--- config.mk ---
export PLATFORM = sky130hd
export DESIGN_NAME = rcc_control_status
export DESIGN_NICKNAME = d
export VERILOG_FILES = /design/src/rcc_pkg.sv /design/src/rcc_edge_sync.sv /design/src/rcc_control_status.sv
export SDC_FILE = /design/constraint.sdc
export NUM_CORES = 1
export LEC_CHECK = 0
export BUFFER_PORTS_ARGS = -buffer_cell sky130_fd_sc_hd__buf_4
export CORE_ASPECT_RATIO = 0.7
export CORE_MARGIN = 2
export CORE_UTILIZATION = 46
export CTS_BUF_LIST = sky130_fd_sc_hd__clkbuf_16
export DETAILED_ROUTE_END_ITERATION = 12
export HOLD_SLACK_MARGIN = 0.1
export PLACE_DENSITY = 0.76
export SYNTH_ARGS = -nofsm -noshare
export SYNTH_HDL_FRONTEND = slang
export SYNTH_HIERARCHICAL = 1
export SYNTH_SLANG_ARGS = --single-unit
export TNS_END_PERCENT = 20
--- constraint.sdc ---
create_clock -name clk -period 2.1 [get_ports clk]
set_input_delay 0.105 -clock clk [delete_from_list [all_inputs] [get_ports clk]]
set_output_delay 0.105 -clock clk [all_outputs]
set_load 0.005 [all_outputs]
--- src/rcc_pkg.sv ---
package rcc_pkg;
    localparam logic [31:0] ADDR_CONTROL_TWO = 32'h40000200;
    localparam logic [31:0] ADDR_IRQ_STATUS = 32'h40000300;
    localparam logic [31:0] ADDR_IRQ_CLEAR = 32'h40000304;
    localparam logic [31:0] ADDR_IRQ_ENABLE = 32'h40000308;
    localparam int TX_START_HI = 31;
    localparam int TX_START_LO = 22;
    localparam int WAKEUP_STAT_BIT = 20;
    localparam int PRIO_SRC_BIT = 17;
    localparam int TX_MODE_BIT = 16;
    localparam int TX_SRC_BIT = 15;
    localparam int CLK_FREQ_HI = 14;
    localparam int CLK_FREQ_LO = 9;
    localparam int PWRDN_ALLOW_BIT = 8;
    localparam int SLOW_MON_BIT = 7;
    localparam int CLK_STAT_BIT = 6;
    localparam int DIAG_SEL_HI = 5;
    localparam int DIAG_SEL_LO = 4;
    localparam int DIAG_OVR_BIT = 3;
    localparam logic [9:0] TX_START_RESET = 10'h000;
    localparam logic [5:0] CLK_FREQ_RESET = 6'h00;
    localparam logic [1:0] DIAG_SEL_RESET = 2'h0;
    localparam logic [3:0] IRQ_ENABLE_RESET = 4'h0;
    localparam logic [3:0] PWRDN_SLOW_TICKS = 4'h2;
    localparam int IRQ_WAKEUP = 0;
    localparam int IRQ_PWRDN = 1;
    localparam int IRQ_SLOW_EDGE = 2;
    localparam int IRQ_TRANSACTION = 3;
    typedef enum logic [1:0] {
        DIAG_SLOW_CLK = 2'b00,
        DIAG_RUN_32K = 2'b01,
        DIAG_CPU_SLEEP = 2'b10,
        DIAG_CORE_SLEEP = 2'b11
    } rcc_diag_e;
    typedef enum logic [1:0] {
        TX_IDLE = 2'b00,
        TX_ARMED = 2'b01,
        TX_WAIT_EN = 2'b10,
        TX_ACTIVE = 2'b11
    } rcc_tx_e;
endpackage

--- src/rcc_edge_sync.sv ---
`timescale 1ns/10ps
// three-stage synchroniser; a change counts once stages two and three agree
module rcc_edge_sync (
    input wire logic clk,
    input wire logic rst_n,
    input wire logic async,
    output logic level,
    output logic rise
);
    typedef struct packed {
        logic [2:0] pipe;
        logic level;
    } rcc_sync_s;
    rcc_sync_s st;
    rcc_sync_s next_st;
    always_comb begin
        next_st = st;
        next_st.pipe = {st.pipe[1:0], async};
        if (st.pipe[1] == st.pipe[2]) begin
            next_st.level = st.pipe[2];
        end
    end
    always_ff @(posedge clk) begin
        if (!rst_n) begin
            st <= '0;
        end else begin
            st <= next_st;
        end
    end
    assign level = st.level;
    assign rise = next_st.level & ~st.level;
endmodule

--- src/rcc_control_status.sv ---
`timescale 1ns/10ps
module rcc_control_status (
    input wire logic clk,
    input wire logic rst_n,
    input wire logic [31:0] regAddr,
    input wire logic [31:0] regWdata,
    input wire logic regWrite,
    input wire logic regRead,
    output logic [31:0] regRdata,
    output logic irq,
    input wire logic lowPowerClk,
    input wire logic timerSlowReset,
    input wire logic wakeupIrqRaise,
    input wire logic radioPoweredUp,
    input wire logic deepSleepRequest,
    input wire logic sleepExitInterrupt,
    input wire logic coreOnMasterClk,
    input wire logic [3:0] staticPriority,
    input wire logic [3:0] dynamicPriority,
    input wire logic priorityValid,
    input wire logic eventInProcess,
    input wire logic txRxEnable,
    input wire logic [9:0] fineCounter,
    output logic [3:0] arbiterPriority,
    output logic radioTransactionSignal,
    input wire logic [31:0] cpuIrqLines,
    input wire logic runningAt32k,
    input wire logic cpuDeepSleep,
    input wire logic coreSleepStatus,
    input wire logic padLatchEnIn,
    input wire logic [1:0] padDirOutIn,
    input wire logic [1:0] padDataIn,
    output logic padLatchEn,
    output logic [1:0] padDirOut,
    output logic [1:0] padData
);
    typedef struct packed {
        logic [9:0] txStart;
        logic wakeupStat;
        logic wakePending;
        logic prioSrc;
        logic txMode;
        logic txSrc;
        logic [5:0] clkFreq;
        logic pwrdnAllow;
        logic [3:0] pwrdnCount;
        logic pwrdnRun;
        logic slowMon;
        logic clkStat;
        logic [1:0] diagSel;
        logic diagOvr;
        rcc_pkg::rcc_tx_e txState;
        logic txLow;
        logic [3:0] lastPrio;
        logic [3:0] prioOut;
        logic txSig;
        logic [3:0] irqStatus;
        logic [3:0] irqEnable;
        logic [31:0] rdata;
        logic [1:0] padData;
    } rcc_state_s;

    rcc_state_s st;
    rcc_state_s next_st;
    logic slowLevel;
    logic slowRise;
    logic [3:0] events;
    logic [3:0] prioSel;
    logic txRxRise;
    logic prevTxRx;
    logic wrCtl;
    logic wrClr;
    logic wrEn;
    logic startHit;
    logic [31:0] ctlWord;

    rcc_edge_sync slowSync (
        .clk(clk),
        .rst_n(rst_n),
        .async(lowPowerClk),
        .level(slowLevel),
        .rise(slowRise)
    );

    always_ff @(posedge clk) begin
        if (!rst_n) begin
            prevTxRx <= 1'b0;
        end else begin
            prevTxRx <= txRxEnable;
        end
    end

    assign txRxRise = txRxEnable & ~prevTxRx;
    assign wrCtl = regWrite && regAddr == rcc_pkg::ADDR_CONTROL_TWO;
    assign wrClr = regWrite && regAddr == rcc_pkg::ADDR_IRQ_CLEAR;
    assign wrEn = regWrite && regAddr == rcc_pkg::ADDR_IRQ_ENABLE;
    assign startHit = fineCounter == st.txStart;
    assign prioSel = st.prioSrc ? dynamicPriority : staticPriority;

    always_comb begin
        ctlWord = '0;
        ctlWord[rcc_pkg::TX_START_HI:rcc_pkg::TX_START_LO] = st.txStart;
        ctlWord[rcc_pkg::WAKEUP_STAT_BIT] = st.wakeupStat;
        ctlWord[rcc_pkg::PRIO_SRC_BIT] = st.prioSrc;
        ctlWord[rcc_pkg::TX_MODE_BIT] = st.txMode;
        ctlWord[rcc_pkg::TX_SRC_BIT] = st.txSrc;
        ctlWord[rcc_pkg::CLK_FREQ_HI:rcc_pkg::CLK_FREQ_LO] = st.clkFreq;
        ctlWord[rcc_pkg::PWRDN_ALLOW_BIT] = st.pwrdnAllow;
        ctlWord[rcc_pkg::SLOW_MON_BIT] = st.slowMon;
        ctlWord[rcc_pkg::CLK_STAT_BIT] = st.clkStat;
        ctlWord[rcc_pkg::DIAG_SEL_HI:rcc_pkg::DIAG_SEL_LO] = st.diagSel;
        ctlWord[rcc_pkg::DIAG_OVR_BIT] = st.diagOvr;
    end

    always_comb begin
        next_st = st;
        events = '0;
        next_st.clkStat = coreOnMasterClk;
        // wakeup: set by raise, cleared after powerup and one slow tick
        if (wakeupIrqRaise) begin
            next_st.wakeupStat = 1'b1;
            next_st.wakePending = 1'b0;
            events[rcc_pkg::IRQ_WAKEUP] = 1'b1;
        end else if (st.wakeupStat && radioPoweredUp && !st.wakePending) begin
            next_st.wakePending = 1'b1;
        end else if (st.wakePending && slowRise) begin
            next_st.wakeupStat = 1'b0;
            next_st.wakePending = 1'b0;
        end
        // power-down allowed: slow-clock timed sequence
        if (sleepExitInterrupt) begin
            next_st.pwrdnAllow = 1'b0;
            next_st.pwrdnRun = 1'b0;
            next_st.pwrdnCount = '0;
        end else if (deepSleepRequest && !st.pwrdnRun && !st.pwrdnAllow) begin
            next_st.pwrdnRun = 1'b1;
            next_st.pwrdnCount = '0;
        end else if (st.pwrdnRun && slowRise) begin
            if (st.pwrdnCount == rcc_pkg::PWRDN_SLOW_TICKS - 4'h1) begin
                next_st.pwrdnAllow = 1'b1;
                next_st.pwrdnRun = 1'b0;
                events[rcc_pkg::IRQ_PWRDN] = 1'b1;
            end else begin
                next_st.pwrdnCount = st.pwrdnCount + 4'h1;
            end
        end
        // control writes; read-only bits untouched
        if (wrCtl) begin
            next_st.txStart = regWdata[rcc_pkg::TX_START_HI:rcc_pkg::TX_START_LO];
            next_st.prioSrc = regWdata[rcc_pkg::PRIO_SRC_BIT];
            next_st.txMode = regWdata[rcc_pkg::TX_MODE_BIT];
            next_st.txSrc = regWdata[rcc_pkg::TX_SRC_BIT];
            // field is held as written; setting it late is software's fault
            next_st.clkFreq =
                regWdata[rcc_pkg::CLK_FREQ_HI:rcc_pkg::CLK_FREQ_LO];
            next_st.diagSel = regWdata[rcc_pkg::DIAG_SEL_HI:rcc_pkg::DIAG_SEL_LO];
            next_st.diagOvr = regWdata[rcc_pkg::DIAG_OVR_BIT];
            if (!regWdata[rcc_pkg::SLOW_MON_BIT]) begin
                next_st.slowMon = 1'b0;
            end
        end
        // set wins over a same-cycle software clear
        if (slowRise && !timerSlowReset) begin
            next_st.slowMon = 1'b1;
            events[rcc_pkg::IRQ_SLOW_EDGE] = 1'b1;
        end
        // transaction signal towards the arbiter
        next_st.prioOut = prioSel;
        next_st.lastPrio = prioSel;
        next_st.txLow = 1'b0;
        unique case (st.txState)
            rcc_pkg::TX_IDLE: begin
                if (eventInProcess) begin
                    next_st.txState = rcc_pkg::TX_ARMED;
                end
            end
            rcc_pkg::TX_ARMED: begin
                if (!eventInProcess) begin
                    next_st.txState = rcc_pkg::TX_IDLE;
                end else if (startHit) begin
                    if (st.txSrc ? eventInProcess : priorityValid) begin
                        next_st.txState = rcc_pkg::TX_ACTIVE;
                        events[rcc_pkg::IRQ_TRANSACTION] = 1'b1;
                    end else begin
                        next_st.txState = rcc_pkg::TX_WAIT_EN;
                    end
                end
            end
            rcc_pkg::TX_WAIT_EN: begin
                if (!eventInProcess) begin
                    next_st.txState = rcc_pkg::TX_IDLE;
                end else if (txRxRise) begin
                    next_st.txState = rcc_pkg::TX_ACTIVE;
                    events[rcc_pkg::IRQ_TRANSACTION] = 1'b1;
                end
            end
            rcc_pkg::TX_ACTIVE: begin
                if (!eventInProcess) begin
                    next_st.txState = rcc_pkg::TX_IDLE;
                end else if (st.txMode && prioSel != st.lastPrio) begin
                    next_st.txLow = 1'b1;
                end
            end
        endcase
        // mode 0 keeps the level steady through the event
        next_st.txSig = next_st.txState == rcc_pkg::TX_ACTIVE
            && !next_st.txLow;
        // interrupt status: set wins over clear
        next_st.irqStatus = (st.irqStatus & ~(wrClr ? regWdata[3:0] : 4'h0))
            | events;
        if (wrEn) begin
            next_st.irqEnable = regWdata[3:0];
        end
        // read data, one cycle after the strobe
        next_st.rdata = '0;
        if (regRead) begin
            if (regAddr == rcc_pkg::ADDR_CONTROL_TWO) begin
                next_st.rdata = ctlWord;
            end else if (regAddr == rcc_pkg::ADDR_IRQ_STATUS) begin
                next_st.rdata = {28'h0000000, st.irqStatus};
            end else if (regAddr == rcc_pkg::ADDR_IRQ_ENABLE) begin
                next_st.rdata = {28'h0000000, st.irqEnable};
            end
        end
        // diagnostic pins
        next_st.padData[0] = st.diagOvr ? |cpuIrqLines : padDataIn[0];
        if (st.diagOvr) begin
            unique case (rcc_pkg::rcc_diag_e'(st.diagSel))
                rcc_pkg::DIAG_SLOW_CLK: next_st.padData[1] = slowLevel;
                rcc_pkg::DIAG_RUN_32K: next_st.padData[1] = runningAt32k;
                rcc_pkg::DIAG_CPU_SLEEP: next_st.padData[1] = cpuDeepSleep;
                rcc_pkg::DIAG_CORE_SLEEP: next_st.padData[1] = coreSleepStatus;
            endcase
        end else begin
            next_st.padData[1] = padDataIn[1];
        end
    end

    always_ff @(posedge clk) begin
        if (!rst_n) begin
            st <= '0;
            st.txStart <= rcc_pkg::TX_START_RESET;
            st.clkFreq <= rcc_pkg::CLK_FREQ_RESET;
            st.diagSel <= rcc_pkg::DIAG_SEL_RESET;
            st.irqEnable <= rcc_pkg::IRQ_ENABLE_RESET;
            st.txState <= rcc_pkg::TX_IDLE;
        end else begin
            st <= next_st;
        end
    end

    assign regRdata = st.rdata;
    assign irq = |(st.irqStatus & st.irqEnable);
    assign arbiterPriority = st.prioOut;
    assign radioTransactionSignal = st.txSig;
    // override holds even in system power-down: no gating by sleep state
    assign padLatchEn = st.diagOvr ? 1'b1 : padLatchEnIn;
    assign padDirOut = st.diagOvr ? 2'b11 : padDirOutIn;
    assign padData = st.padData;
endmodule

Word level (Yosys, flattened, before mapping)

Index checks and enable logic that the tools add are counted.
W data, S select, Z words.

Add/sub/neg operators: 1
Eq/ne operators: 17
Mux-type cells: 45
Bitwise logic cells: 12
Reductions and logical operators: 37

Operators by type and width:

| kind                   | count |
|---|---|
| $eq A32 B31 Y1 const B | 4 |
| $mux W32               | 1 |
| $reduce_or A32 Y1      | 1 |
| $mux W1                | 28 |
| $mux W2                | 9 |
| $mux W4                | 4 |
| $logic_and A1 B1 Y1    | 12 |
| $eq A10 B10 Y1         | 1 |
| $eq A2 B2 Y1 const B   | 5 |
| $reduce_and A2 Y1      | 5 |
| $reduce_bool A2 Y1     | 5 |
| $and A4 B4 Y4          | 2 |
| $pmux W2 S4            | 1 |
| $reduce_or A4 Y1       | 2 |
| $not A1 Y1             | 6 |
| $reduce_or A3 Y1       | 2 |
| $logic_not A1 Y1       | 5 |
| $add A4 B1 Y4 const B  | 1 |
| $eq A2 B1 Y1 const B   | 2 |
| $eq A4 B1 Y1 const B   | 1 |
| $logic_not A2 Y1       | 2 |
| $ne A4 B4 Y1           | 1 |
| $not A4 Y4             | 1 |
| $or A4 B4 Y4           | 1 |
| other kinds (8)        | 10 |

Flip-flop bits (word level): 86
Bits of input ports: 136
Output and inout port bits: 43
Logic and storage cells: 138

Logic depth before layout (Yosys ltp)

Depth in word-level cells: 8
Mapped depth: 8

Cells and area by module

The synthesis kept the hierarchy.

By module, submodules not included:

| module             | times used | cells each | area each (µm²) |
|---|---|---|---|
| rcc_control_status | 1          | 391        | 3,637.2 |
| rcc_edge_sync      | 1          | 12         | 123.9 |

Least setup slack after synthesis

Ideal clock, no wire load.

Kind: input port to flip-flop
Start point: in regAddr[23]
End point: reg st, in the netlist ctlWord[17]
Library setup time: 0.116 ns
Arrival time: 1.447 ns
Setup slack: 0.537 ns
Stages: 7
Buffers on the path: 2
Cell sequence: nor4_2 nand4_2 or4_1 buf_2 buf_6 nand2_1 a21boi_1

Longest elaborated chain between the ends: 2

Ends and longest elaborated chain:

| item                 | line                      | text |
|---|---|---|
| start, declared      | rcc_control_status.sv:5   | `input wire logic [31:0] regAddr,` |
| $eq A32 B31 Y1       | rcc_control_status.sv:94  | `assign wrCtl = regWrite && regAddr == rcc_pkg::ADDR_CONTROL_TWO;` |
| $logic_and A1 B1 Y1  | rcc_control_status.sv:94  |  |
| end signal, assigned | rcc_control_status.sv:248 | `st <= next_st;` |
| end, declared        | rcc_control_status.sv:63  | `rcc_state_s st;` |

No other way between the ends.
A chain may end at the register's enable or synchronous reset.

Final worst setup path

Start point: in cpuIrqLines[16]
End point: reg st, in the netlist padData[0]

Longest elaborated chain between the ends: 2

Ends and longest elaborated chain:

| item              | line                      | text |
|---|---|---|
| start, declared   | rcc_control_status.sv:26  | `input wire logic [31:0] cpuIrqLines,` |
| $reduce_or A32 Y1 | rcc_control_status.sv:226 | `next_st.padData[0] = st.diagOvr ? \|cpuIrqLines : padDataIn[0];` |
| $mux W1           | rcc_control_status.sv:226 |  |

No other way between the ends.

==> out/metrics.yaml <==
p_seq_share_pct: 44.9
rsz0062_at_grt: "no"
drc: 0
finalMaxSlewViolations: 0
fin_crit_ns: 1.99
finalSetupViolCount: 0
drtPass1Iterations: 5
cts_buffers: 9
antenna_cells: 0
synth_edf_count: 0
syn_area_per_cell_um2: 9.33
start_util_pct: 47.6
critical_path_class: "input port to register"
clk_latency_ns: 0.34
avgRoutedWirePerCell_um: 14.1
grt.total_usage_pct: 22.5
pwr-share-clk_pct: 44.2
multi_input_area_um2: 1740
ys_seq_area_share_pct: 44.2
hold_slack_ns: 0.104
cts_root_buffer: "clkbuf_16"
netlist-cell-type-count: 50
ys_async_sr_fraction_pct: 0
ys.warnings.count: 6
p_comb_share_pct: 10.9
grt_max_degree: 53
antenna_found_initial: 0
vias_per_cell: 4.86
synthFlopType: "dfxtp_1"
status: "complete, no violations"
drive_above_1_share_pct: 35.0
dp_hpwl_mm: 6.82
fin_util_pct: 71.1
num_vias: 3351
netlist_instances: 403
fp.dieArea_um2: 8930
cp_data_arrival_time_ns: 2.22
grt_pass1_wl_mm: 15.9
fp.coreArea_um2: 7910
final-seq-area_um2: 1660
cap_viol_max_count: 0
syn_area_um2: 3760
die_w_um: 112
finClkSkew_ns: 0.00395
relSlewSlack_pct: 66.4
final_common_cell: "buf_4"
switching_power_mw: 0.780
final_cell_mix: "buf_4, dfxtp_1, nand2_1"
cts_buffer_depth: 2
grt.overflow.total: 0
required_ns: 2.32
first_global_vias: 3458
io_buffer_count: 169
p_leak_nw: 2.37
area_growth_pct: 49.3
tightestPinTransition_ns: 0.498
nets: 726
cts.sinks: 83
htreeDepth: 3
switching_share_pct: 21.9
first_iter_violations: 130
ios: 179
hold_viol_final: 0
routed_wl_mm: 9.70
critPathMaxFanout: 1
postRouteAntennaNets: 0
num_rows: 27
die_h_um: 79.7
cts_tree: "done"
gp_congestion: 0.812
ir_drop_uv: 582
intPower_mw: 2.79
ys_seq_elements: 83
fmax_mhz: 502
tns_ns: 0
clkTransAtPathRegs_ns: 0.06
cellPowerDensity_nw_per_um2: 635
end_kind: "register"
num-fill-cells: 611
period_share_pct: 94.9
hp-class: "input port to register"
cp-start-kind: "input port"
## registers in the layout, summed over array words and instances, names as in the netlist
| signal | flops |
|---|---|
| ctlWord | 26 |
| regRdata | 29 |
| slowSync/next_st | 2 |
| arbiterPriority | 4 |
| slowSync/level | 1 |
| st | 16 |
| slowSync/st | 1 |
| padData | 2 |
| prevTxRx | 1 |
| radioTransactionSignal | 1 |
## timing repair
action / CTS / global route
hold buffers: 46 / 0
buffers inserted: 0 / 0
endpoints found under the setup margin: 0 / 1
gates resized for setup: 0 / 1
hold endpoints to repair: 43 / 0
## path summary, 6_finish.rpt
path | startpoint | to | slack (ns) | cells after the start
worst max-delay path | cpuIrqLines[16] | padData[0] | 0.11 | 6
worst min-delay path | regAddr[3] | regRdata[2] | 0.10 | 3
worst max register to register | ctlWord[3] | padData[0] | 0.21 | 5
worst min register to register | slowSync/next_st[2] | slowSync/next_st[3] | 0.43 | 1
## power groups by stage
stage / combinational (mW) / clock [mW] / sequential [mW]
detailed placement: 0.320 / 0 / 1.64
global placement: 0.314 / 0 / 1.64
floorplan: 0.105 / 0 / 1.63
CTS: 0.387 / 1.61 / 1.60
global route: 0.418 / 1.68 / 1.60
finish: 0.389 / 1.58 / 1.60
## cell usage after synthesis, drive strengths merged, types with 6 or more instances
cell | number | share of area (%)
ha | 6 | 2.0
mux2i | 14 | 3.7
nor2 | 13 | 1.3
o21ai | 10 | 1.3
nand4 | 7 | 1.3
nor4 | 16 | 4.1
buf | 46 | 9.0
xnor2 | 15 | 3.5
a21boi | 27 | 5.4
nor2b | 13 | 2.2
nand2 | 60 | 6.0
and2 | 31 | 5.2
dfxtp | 83 | 44
clkbuf | 7 | 0.70
## worst max-delay path: stages
cell and delay [ns]:
dlygate4sd3_1 0.54, buf_4 0.13, nor4_1 0.25, dlygate4sd3_1 0.59, a21oi_1 0.05, dlygate4sd3_1 0.55
## area by class of cell
class | count | area share [%]
Clock buffer | 9 | 4.01
Clock inverter | 7 | 1.36
Inverter | 4 | 0.267
Multi-Input combinational cell | 265 | 30.9
Sequential cell | 83 | 29.6
Tap cell | 101 | 2.25
Timing Repair Buffer | 221 | 31.6
## per-stage QoR
step / cells / worst slack, ns / total power, mW / area (µm²)
2_1_floorplan: 405 / 0.537 / 1.74 / 3770
3_3_place_gp: 628 / 0.413 / 1.95 / 4850
3_5_place_dp: 628 / 0.382 / 1.96 / 4850
4_1_cts: 690 / 0.123 / 3.60 / 5620
5_1_grt: 690 / 0.0390 / 3.70 / 5620
6_report: 690 / 0.107 / 3.57 / 5620
## logic make-up after synthesis
group / Yosys count / synth area share (%)
AND/OR/NAND/NOR: 169 / 25.3
flip-flops: 83 / 44.2
buffers and inverters: 57 / 10.1
AO/OA/AOI/OAI: 56 / 10.2
multiplexers: 16 / 4.62
XOR/XNOR: 15 / 3.49
adder cells (fa/ha/maj): 6 / 2.00
other: 1 / 0.0997
## layer usage
layer  up-vias  wire length [µm]  part of all wire (%)  GRT usage, %
met4         0               154                   1.6          7.93
met1      1527              4310                    44          27.4
met3        17               522                   5.4          5.77
li1       1692                 -                     -             -
met2       115              4710                    49          39.1
met5         -                 0                     0             0
No activity file was read; power rests on OpenSTA's default activity.
